`src/logic/tmrpw_consts.svh`:
```
`ifndef TMRPW_CONSTS_SVH
`define TMRPW_CONSTS_SVH

// Register indices; byte address is four times the index
`define TMRPW_IDX_RLD_HI 12'hF02
`define TMRPW_IDX_RLD_LO 12'hF03
`define TMRPW_IDX_MAT_HI 12'hF04
`define TMRPW_IDX_MAT_LO 12'hF05
`define TMRPW_IDX_CTL0 12'hF06
`define TMRPW_IDX_CTL1 12'hF07
`define TMRPW_IDX_STS 12'hF10
`define TMRPW_IDX_MSK 12'hF11

// Reset values
`define TMRPW_RST_RLD 8'hFF
`define TMRPW_RST_MAT 8'h00
`define TMRPW_RST_CTL0 8'h00
`define TMRPW_RST_CTL1 8'h00
`define TMRPW_RST_IRQ 2'h0

// Fields of timer_control_first
`define TMRPW_C0_MODE_HI 7
`define TMRPW_C0_ICFG_MSB 6
`define TMRPW_C0_ICFG_LSB 5
`define TMRPW_C0_INSEL 4
`define TMRPW_C0_DB_MSB 3
`define TMRPW_C0_DB_LSB 1
`define TMRPW_C0_CAPF 0

// Fields of timer_control_second
`define TMRPW_C1_EN 7
`define TMRPW_C1_POL 6
`define TMRPW_C1_PRE_MSB 5
`define TMRPW_C1_PRE_LSB 3
`define TMRPW_C1_MODE_MSB 2
`define TMRPW_C1_MODE_LSB 0

// Interrupt status and mask bits
`define TMRPW_IRQ_TIMER 0
`define TMRPW_IRQ_MATCH 1

// Count value loaded at reload
`define TMRPW_CNT_START 16'h0001

`endif

```
`src/logic/tmrpw_pkg.sv`:
```
package tmrpw_pkg;

  typedef enum logic [3:0] {
    TMRPW_ONE_SHOT = 4'h0,
    TMRPW_CONTINUOUS = 4'h1,
    TMRPW_COUNTER = 4'h2,
    TMRPW_PWM_SINGLE = 4'h3,
    TMRPW_CAPTURE = 4'h4,
    TMRPW_COMPARE = 4'h5,
    TMRPW_GATED = 4'h6,
    TMRPW_CAP_CMP = 4'h7,
    TMRPW_PWM_DUAL = 4'h8,
    TMRPW_CAP_RESTART = 4'h9,
    TMRPW_CMP_COUNTER = 4'hA,
    TMRPW_TRIG_ONE_SHOT = 4'hB
  } tmrpw_mode_t;

  typedef struct packed {
    logic out;
    logic out_cmp;
  } tmrpw_pins_t;

  typedef struct packed {
    logic [7:0] cnt;
    logic out;
  } tmrpw_db_state_t;

  typedef struct packed {
    logic [7:0] rld_hi;
    logic [7:0] rld_lo;
    logic [7:0] mat_hi;
    logic [7:0] mat_lo;
    logic [7:0] ctl0;
    logic [7:0] ctl1;
    logic [1:0] sts;
    logic [1:0] msk;
    logic [15:0] cnt;
    logic [6:0] pre;
    logic in_prev;
    logic out_raw;
    logic armed;
    logic [31:0] rdata;
  } tmrpw_state_t;

endpackage

```
`src/logic/tmrpw_deadband.sv`:
```
`timescale 1ns/10ps
`include "tmrpw_consts.svh"

module tmrpw_deadband (
  input wire logic mclk,
  input wire logic rst,
  input wire logic level,
  input wire logic [2:0] code,
  output logic out
);

  tmrpw_pkg::tmrpw_db_state_t s_q;
  tmrpw_pkg::tmrpw_db_state_t s_d;
  logic [7:0] delay;

  // RL9 delay code decode
  assign delay = (code == 3'h0) ? 8'h00 : 8'(9'h001 << code);

  always_comb begin
    s_d = s_q;
    if (!level) begin
      // RL15 deassertion is never delayed
      s_d.out = 1'b0;
      s_d.cnt = 8'h00;
    end else if (!s_q.out) begin
      // RL8 hold off the assertion
      if (s_q.cnt >= delay) begin
        s_d.out = 1'b1;
      end else begin
        s_d.cnt = s_q.cnt + 8'h01;
      end
    end
  end

  always_ff @(posedge mclk) begin
    if (rst) begin
      s_q <= '0;
    end else begin
      s_q <= s_d;
    end
  end

  assign out = s_q.out;

endmodule // tmrpw_deadband

```
`src/logic/tmrpw_top.sv`:
```
`timescale 1ns/10ps
`include "tmrpw_consts.svh"

// Function
// RL1: Reload value bytes, reset to all ones
// RL2: PWM match bytes, reset to zero
// RL3: Control bit 7 is mode MSB
// RL4: Plain modes: 0x/11 reload interrupt, 10 none
// RL5: Gated mode: reload and/or inactive gate edge
// RL6: Capture modes: reload and/or capture interrupt
// RL7: Input from pin or comparator
// RL8: Deadband delays output assertion after switch
// RL9: Delay code 0 none, else 2^code cycles
// RL10: Read-only flag shows capture caused interrupt
// RL11: Flag updated on every timer interrupt
// RL12: High byte upper, low byte lower
// RL13: Four-bit mode decode of twelve modes
// RL14: Disabled timer output equals polarity bit
// RL15: Dual PWM complement, deadband on rising only

module tmrpw_top (
  input wire logic mclk,
  input wire logic rst,
  input wire logic psel,
  input wire logic penable,
  input wire logic pwrite,
  input wire logic [15:0] paddr,
  input wire logic [31:0] pwdata,
  output logic [31:0] prdata,
  output logic pready,
  output logic pslverr,
  input wire logic timer_in_pin,
  input wire logic comparator_out,
  output tmrpw_pkg::tmrpw_pins_t timer_pins,
  output logic irq
);

  tmrpw_pkg::tmrpw_state_t s_q;
  tmrpw_pkg::tmrpw_state_t s_d;
  tmrpw_pkg::tmrpw_mode_t mode;
  logic [11:0] idx;
  logic addr_hit;
  logic wr_en;
  logic [1:0] db_level;
  logic [2:0] db_code;
  logic [1:0] db_out;

  function automatic logic reg_known(input logic [15:0] a);
    logic [11:0] i;
    i = a[13:2];
    reg_known = (a[1:0] == 2'h0) && (a[15:14] == 2'h0) &&
      (i == `TMRPW_IDX_RLD_HI || i == `TMRPW_IDX_RLD_LO ||
       i == `TMRPW_IDX_MAT_HI || i == `TMRPW_IDX_MAT_LO ||
       i == `TMRPW_IDX_CTL0 || i == `TMRPW_IDX_CTL1 ||
       i == `TMRPW_IDX_STS || i == `TMRPW_IDX_MSK);
  endfunction

  function automatic logic is_pwm(input tmrpw_pkg::tmrpw_mode_t m);
    is_pwm = (m == tmrpw_pkg::TMRPW_PWM_SINGLE) || (m == tmrpw_pkg::TMRPW_PWM_DUAL);
  endfunction

  function automatic logic is_capture(input tmrpw_pkg::tmrpw_mode_t m);
    is_capture = (m == tmrpw_pkg::TMRPW_CAPTURE) || (m == tmrpw_pkg::TMRPW_CAP_CMP) ||
      (m == tmrpw_pkg::TMRPW_CAP_RESTART);
  endfunction

  function automatic logic is_one_shot(input tmrpw_pkg::tmrpw_mode_t m);
    is_one_shot = (m == tmrpw_pkg::TMRPW_ONE_SHOT) || (m == tmrpw_pkg::TMRPW_TRIG_ONE_SHOT);
  endfunction

  // Last prescaler count before a tick: divide by two to the code
  function automatic logic [6:0] pre_last(input logic [2:0] code);
    pre_last = 7'h7F >> (3'h7 - code);
  endfunction

  // Returns {interrupt, caused by capture}
  function automatic logic [1:0] irq_pick(
    input tmrpw_pkg::tmrpw_mode_t m,
    input logic [1:0] cfg,
    input logic rld,
    input logic cap,
    input logic gate
  );
    logic use_rld;
    logic use_alt;
    use_rld = (cfg != 2'b10);
    use_alt = !(cfg == 2'b11);
    if (m == tmrpw_pkg::TMRPW_GATED) begin
      // RL5 gated selection
      irq_pick = {(use_rld && rld) || (use_alt && gate), 1'b0};
    end else if (is_capture(m)) begin
      // RL6 capture selection, capture named as cause
      irq_pick = {(use_rld && rld) || (use_alt && cap), use_alt && cap};
    end else begin
      // RL4 reload only, code 10 disables
      irq_pick = {use_rld && rld, 1'b0};
    end
  endfunction

  assign idx = paddr[13:2];
  assign addr_hit = reg_known(paddr);
  assign wr_en = psel && penable && pwrite && addr_hit;
  // Every register is a flop, so no wait states
  assign pready = 1'b1;
  // Unknown or misaligned offsets refused, write dropped
  assign pslverr = psel && penable && !addr_hit;
  assign prdata = s_q.rdata;
  // Level interrupt, held until software clears status
  assign irq = |(s_q.sts & s_q.msk);

  // RL3 RL13 mode from both control registers
  assign mode = tmrpw_pkg::tmrpw_mode_t'({s_q.ctl0[`TMRPW_C0_MODE_HI],
    s_q.ctl1[`TMRPW_C1_MODE_MSB:`TMRPW_C1_MODE_LSB]});

  always_comb begin
    logic en;
    logic pol;
    logic tin;
    logic rise;
    logic fall;
    logic act_edge;
    logic gate_ev;
    logic tick;
    logic count_en;
    logic rld_ev;
    logic mat_ev;
    logic cap_ev;
    logic [6:0] pre_lim;
    logic [15:0] rld_val;
    logic [15:0] mat_val;
    logic [1:0] pick;
    logic [1:0] sts_set;
    logic [1:0] sts_clr;
    logic [31:0] rd;
    // Defaults keep every local driven on all paths
    tin = 1'b0;
    rise = 1'b0;
    fall = 1'b0;
    act_edge = 1'b0;
    gate_ev = 1'b0;
    tick = 1'b0;
    count_en = 1'b0;
    rld_ev = 1'b0;
    mat_ev = 1'b0;
    cap_ev = 1'b0;
    pre_lim = 7'h00;
    rld_val = 16'h0000;
    mat_val = 16'h0000;
    pick = 2'h0;
    sts_set = 2'h0;
    sts_clr = 2'h0;
    rd = 32'h0000_0000;

    en = s_q.ctl1[`TMRPW_C1_EN];
    pol = s_q.ctl1[`TMRPW_C1_POL];
    s_d = s_q;
    // RL7 input source
    tin = s_q.ctl0[`TMRPW_C0_INSEL] ? comparator_out : timer_in_pin;
    rise = tin && !s_q.in_prev;
    fall = !tin && s_q.in_prev;
    act_edge = pol ? fall : rise;
    // Inactive gate edge ends the counting level
    gate_ev = en && (mode == tmrpw_pkg::TMRPW_GATED) && (pol ? rise : fall);
    pre_lim = pre_last(s_q.ctl1[`TMRPW_C1_PRE_MSB:`TMRPW_C1_PRE_LSB]);
    tick = (s_q.pre == pre_lim);
    // RL12 byte pairing
    rld_val = {s_q.rld_hi, s_q.rld_lo};
    mat_val = {s_q.mat_hi, s_q.mat_lo};
    unique case (mode)
      tmrpw_pkg::TMRPW_COUNTER, tmrpw_pkg::TMRPW_CMP_COUNTER: count_en = act_edge;
      tmrpw_pkg::TMRPW_GATED: count_en = tick && (tin ^ pol);
      tmrpw_pkg::TMRPW_TRIG_ONE_SHOT, tmrpw_pkg::TMRPW_CAP_CMP: count_en = tick && s_q.armed;
      default: count_en = tick;
    endcase
    count_en = count_en && en;
    // Reload outranks a match in the same cycle
    rld_ev = count_en && (s_q.cnt == rld_val);
    mat_ev = count_en && (s_q.cnt == mat_val) && !rld_ev;
    // Capture/compare spends its first edge on arming
    cap_ev = en && act_edge && is_capture(mode) &&
      ((mode != tmrpw_pkg::TMRPW_CAP_CMP) || s_q.armed);
    s_d.in_prev = tin;

    if (!en) begin
      // Prescaler restarts with each enable
      s_d.pre = 7'h00;
      s_d.armed = 1'b0;
      s_d.out_raw = pol;
    end else begin
      s_d.pre = tick ? 7'h00 : s_q.pre + 7'h01;
      if (act_edge) begin
        s_d.armed = 1'b1;
      end
      if (rld_ev) begin
        s_d.cnt = `TMRPW_CNT_START;
      end else if (cap_ev && mode == tmrpw_pkg::TMRPW_CAP_RESTART) begin
        s_d.cnt = `TMRPW_CNT_START;
      end else if (count_en) begin
        s_d.cnt = s_q.cnt + 16'h0001;
      end
      if (is_pwm(mode)) begin
        if (rld_ev) begin
          s_d.out_raw = pol;
        end else if (mat_ev) begin
          s_d.out_raw = !pol;
        end
      end else if (rld_ev) begin
        s_d.out_raw = !s_q.out_raw;
      end
    end

    pick = irq_pick(mode, s_q.ctl0[`TMRPW_C0_ICFG_MSB:`TMRPW_C0_ICFG_LSB], rld_ev, cap_ev,
      gate_ev);
    sts_set = 2'h0;
    sts_set[`TMRPW_IRQ_TIMER] = pick[1];
    sts_set[`TMRPW_IRQ_MATCH] = mat_ev;

    // Register writes
    sts_clr = 2'h0;
    if (wr_en) begin
      unique case (idx)
        // RL1 RL2 byte registers
        `TMRPW_IDX_RLD_HI: s_d.rld_hi = pwdata[7:0];
        `TMRPW_IDX_RLD_LO: s_d.rld_lo = pwdata[7:0];
        `TMRPW_IDX_MAT_HI: s_d.mat_hi = pwdata[7:0];
        `TMRPW_IDX_MAT_LO: s_d.mat_lo = pwdata[7:0];
        // RL10 capture flag not writable
        `TMRPW_IDX_CTL0: s_d.ctl0[7:1] = pwdata[7:1];
        `TMRPW_IDX_CTL1: s_d.ctl1 = pwdata[7:0];
        `TMRPW_IDX_STS: sts_clr = pwdata[1:0];
        `TMRPW_IDX_MSK: s_d.msk = pwdata[1:0];
        default: s_d.msk = s_q.msk;
      endcase
    end
    // New events outrank a same-cycle clear
    s_d.sts = (s_q.sts & ~sts_clr) | sts_set;

    // RL10 RL11 cause of the latest interrupt
    if (pick[1]) begin
      s_d.ctl0[`TMRPW_C0_CAPF] = pick[0];
    end
    // One-shot modes stop themselves after reload
    if (rld_ev && is_one_shot(mode)) begin
      s_d.ctl1[`TMRPW_C1_EN] = 1'b0;
    end

    // Read data latched in the setup phase
    rd = 32'h0000_0000;
    unique case (idx)
      `TMRPW_IDX_RLD_HI: rd[7:0] = s_q.rld_hi;
      `TMRPW_IDX_RLD_LO: rd[7:0] = s_q.rld_lo;
      `TMRPW_IDX_MAT_HI: rd[7:0] = s_q.mat_hi;
      `TMRPW_IDX_MAT_LO: rd[7:0] = s_q.mat_lo;
      `TMRPW_IDX_CTL0: rd[7:0] = s_q.ctl0;
      `TMRPW_IDX_CTL1: rd[7:0] = s_q.ctl1;
      `TMRPW_IDX_STS: rd[1:0] = s_q.sts;
      `TMRPW_IDX_MSK: rd[1:0] = s_q.msk;
      default: rd = 32'h0000_0000;
    endcase
    if (psel && !penable) begin
      s_d.rdata = addr_hit ? rd : 32'h0000_0000;
    end
  end

  always_ff @(posedge mclk) begin
    if (rst) begin
      s_q <= '0;
      s_q.rld_hi <= `TMRPW_RST_RLD;
      s_q.rld_lo <= `TMRPW_RST_RLD;
      s_q.mat_hi <= `TMRPW_RST_MAT;
      s_q.mat_lo <= `TMRPW_RST_MAT;
      s_q.ctl0 <= `TMRPW_RST_CTL0;
      s_q.ctl1 <= `TMRPW_RST_CTL1;
      s_q.sts <= `TMRPW_RST_IRQ;
      s_q.msk <= `TMRPW_RST_IRQ;
      s_q.cnt <= `TMRPW_CNT_START;
    end else begin
      s_q <= s_d;
    end
  end

  // RL14 disabled output follows polarity; RL15 complement is the inverse
  assign db_level[0] = s_q.ctl1[`TMRPW_C1_EN] ? s_q.out_raw : s_q.ctl1[`TMRPW_C1_POL];
  assign db_level[1] = !db_level[0];
  // RL8 deadband only in PWM modes while running
  assign db_code = (is_pwm(mode) && s_q.ctl1[`TMRPW_C1_EN]) ?
    s_q.ctl0[`TMRPW_C0_DB_MSB:`TMRPW_C0_DB_LSB] : 3'h0;

  // One delay counter per output, each delays only its rise
  for (genvar g = 0; g < 2; g++) begin : g_db
    tmrpw_deadband u_db (
      .mclk(mclk),
      .rst(rst),
      .level(db_level[g]),
      .code(db_code),
      .out(db_out[g])
    );
  end

  assign timer_pins.out = db_out[0];
  // Complement pin only carries a signal in dual PWM
  assign timer_pins.out_cmp = (mode == tmrpw_pkg::TMRPW_PWM_DUAL) ? db_out[1] : 1'b0;

endmodule // tmrpw_top
```
`config.mk`:
```
export PLATFORM = sky130hd
export DESIGN_NAME = tmrpw_top
export DESIGN_NICKNAME = d
export VERILOG_FILES = /design/src/logic/tmrpw_pkg.sv /design/src/logic/tmrpw_deadband.sv /design/src/logic/tmrpw_top.sv
export VERILOG_INCLUDE_DIRS = /design/src /design/src/logic
export SDC_FILE = /design/constraint.sdc
export NUM_CORES = 1
export LEC_CHECK = 0
export BUFFER_PORTS_ARGS = -buffer_cell sky130_fd_sc_hd__buf_4
export CAP_MARGIN = 20
export CELL_PAD_IN_SITES_DETAIL_PLACEMENT = 0
export CELL_PAD_IN_SITES_GLOBAL_PLACEMENT = 1
export CORE_ASPECT_RATIO = 0.9
export CORE_MARGIN = 2
export CORE_UTILIZATION = 30
export CTS_BUF_LIST = sky130_fd_sc_hd__clkbuf_8
export DETAILED_ROUTE_END_ITERATION = 10
export PLACE_DENSITY_LB_ADDON = 0.1
export SYNTH_ARGS = -nofsm -noshare
export SYNTH_HDL_FRONTEND = slang
export SYNTH_SLANG_ARGS = --single-unit
```
`constraint.sdc`:
```
create_clock -name mclk -period 8.9 [get_ports mclk]
set_input_delay 0.445 -clock mclk [delete_from_list [all_inputs] [get_ports mclk]]
set_output_delay 0.445 -clock mclk [all_outputs]
set_load 0.05 [all_outputs]
```
==> results.yml <==
cells_and_area:
  fin_nets: 824
  final_cell_mix: "dfxtp_1, nor2_1, nand2_1"
  syn2layout_area_growth_pct: 8.87
  seqCellArea_um2: 2080
  diodes: 0
  nFillCells: 2088
  drive_above_1_share_pct: 10.3
  final_common_cell: "dfxtp_1"
  multi_input_area_um2: 3610
detailed_routing:
  ant_nets: 0
  wl_per_cell_um: 17.1
  dr_total_vias: 5070
  drt_iter0_drc: 252
  first_pass_iters: 4
  finalWirelength_um: 17200
  vias_per_cell: 5.01
  drc: 0
outcome:
  status: "completed"
timing:
  final_max_slew_viol_count: 0
  fin_crit_sh_pct: 42.3
  setup_ws_ns: 5.13
  fmax_mhz: 266
  min_period_ns: 3.77
  worst_pin_slew_ns: 0.967
  tns_ns: 0
  setup_viol: 0
  slew_headroom_pct: 35.3
  rsz0062_at_grt: "false"
  timing.final.hold_violations: 0
  fin_worst_skew_ns: 0.0181
place:
  preCtsSetupSlack_ns: 4.84
  place.gp.congestion: 0.815
  io_buffers: 42
  dpl.hpwl_um: 13000
logic_synthesis:
  synthTopCellsByArea: "dfxtp_1, mux2i_1, xnor2_1"
  syn_avg_cell_area_um2: 8.16
  ys_ff_latch: 104
  synth_top_cell_by_area: "dfxtp_1"
  ys_types: 60
  synth_cells: 745
  synth_edf_count: 0
  synth_ff_type: "dfxtp_1"
  yosysSeqAreaShare_pct: 34.2
  synth_top_cell_area_share_pct: 34.2
  async_flop_share_pct: 0
  yosys_warnings: 0
  synth_area_um2: 6080
power:
  ir_worst_vdd_uv: 53.2
  power.leakage_nw: 2.38
  power_density_nw_per_um2: 129
worst_hold_path:
  hold_path.class: "input pin to flip-flop"
grt:
  antenna_found_initial: 1
  grt_pass1_vias: 4962
  grt_first_pass_wirelength_um: 27800
  grt_use_total_pct: 16.5
  grt_max_degree: 45
  overflow: 0
flow_run:
  maxCapViolCount: 0
critical_path:
  endpoint_kind: "flip-flop"
  cp_data_arrival_time_ns: 4.06
  required_ns: 9.20
  r2r_slack_ns: 5.13
  worstRegToRegCells: 12
  crit_start: "mode[3]"
  start_kind: "flip-flop"
  crit_end: "g_db[0].u_db.s_q[6]"
  path_class: "flip-flop to flip-flop"
  crit_fanout: 10
  r2r_end: "g_db[0].u_db.s_q[6]"
  r2r-start: "mode[3]"
clock_network:
  ctsRootBufferMaster: "clkbuf_8"
  ctsResizeCount: 0
  h-tree-depth: 3
  clkLatencyLatePin_ns: 0.39
  cts_buffers: 9
  clk_pin_slew_ns: 0.11
  cts_setup_buffers: 0
  cts_num_sinks: 104
  cts_max_path_buffers: 2
  cts_tree: "built"
  holdBufCountCts: 0
floorplanning:
  die_y_um: 139
  dieArea_um2: 21400
  io-pin-count: 92
  die_w_um: 154
  fp.coreArea_um2: 19900
  initial_utilization_pct: 30.5
  rows: 49
area by class of cell:
cell class	instances	share of cell area (%)
flip-flops and latches	104	31.4
well taps	255	4.82
repair buffers	44	4.99
clock buffers	12	2.49
multi-input cells	576	54.6
clock inverters	4	0.775
inverters	16	0.907
cells in the mapped netlist, drive strengths merged (5+ instances only):
| master | count |
|---|---|
| dfxtp | 104 |
| nor2 | 88 |
| nand2 | 86 |
| mux2i | 61 |
| a21oi | 43 |
| xnor2 | 41 |
| buf | 39 |
| clkbuf | 33 |
| nand3 | 28 |
| o21ai | 23 |
| ha | 18 |
| xor2 | 18 |
| inv | 16 |
| nand4 | 15 |
| and3 | 14 |
| nor3 | 10 |
| and2 | 8 |
| nand2b | 8 |
| o22ai | 8 |
| a211oi | 7 |
| a31o | 7 |
| nor2b | 6 |
| nor4 | 6 |
| or2 | 5 |
| or3 | 5 |
worst min path at each step:
| stage | cells after the start | from | to |
|---|---|---|---|
| after detailed placement | 2 | prdata[2] | prdata[2] |
| final | 3 | pwdata[7] | s_q[109] |
| after global placement | 2 | prdata[2] | prdata[2] |
| after global routing | 3 | pwdata[7] | s_q[85] |
| after floorplan | 2 | prdata[0] | prdata[0] |
| after CTS | 3 | pwdata[7] | s_q[109] |
flip-flops by register name (all words and copies together), names as in the netlist:
signal	flops
g_db.u_db.s_q	16
prdata	8
g_db.u_db.out	2
s_q	74
mode	4
cell families after synthesis:
group                      share of synthesized area (%)
muxes                                               10.1
DFF                                                 34.2
other                                              0.123
xor gates and xnor gates                            8.50
buffers and inverters                               7.78
AOI/OAI and AO/OA                                   12.7
and+or+nand+nor                                     22.9
adders and majority gates                           3.70
report_power, final:
| part | leakage, nW | total [mW] | internal [mW] | switching [mW] |
|---|---|---|---|---|
| Combinational | 1.43 | 0.0605 | 0.0149 | 0.0456 |
| Clock | 0.109 | 0.326 | 0.153 | 0.173 |
| Sequential | 0.839 | 0.466 | 0.465 | 0.000324 |
stage by stage:
| stage | utilization (%) | instances | hold slack, ns | power (mW) | area (um2) |
|---|---|---|---|---|---|
| 5_1_grt | 33.2 | 1011 | 0.330 | 0.886 | 6620 |
| 4_1_cts | 33.2 | 1010 | 0.326 | 0.865 | 6610 |
| 6_report | 33.2 | 1011 | 0.343 | 0.852 | 6620 |
| 3_5_place_dp | 32.1 | 994 | 0.449 | 0.537 | 6400 |
| 3_3_place_gp | 32.1 | 994 | 0.444 | 0.537 | 6400 |
| 2_1_floorplan | - | 768 | 0.426 | 0.526 | 6170 |
worst max-delay path, stage by stage, from the launching register on:
cell and delay, ns:
dfxtp_1 0.51, or3b_2 0.49, a21oi_1 0.39, and3_1 0.27, nor3b_1 0.32, ha_1 0.30, nand2b_1 0.06, a21boi_0 0.07
o21ai_0 0.14, a21oi_1 0.16, a21oi_1 0.56, a211oi_1 0.15, a31o_2 0.24
layer usage:
layer  track usage, %  routed length, um
met4             4.08                211
met5                0                  0
met2             24.2               7300
met3             3.69                671
met1             24.4               9060
Note: power is estimated with default switching activity, not from simulation.
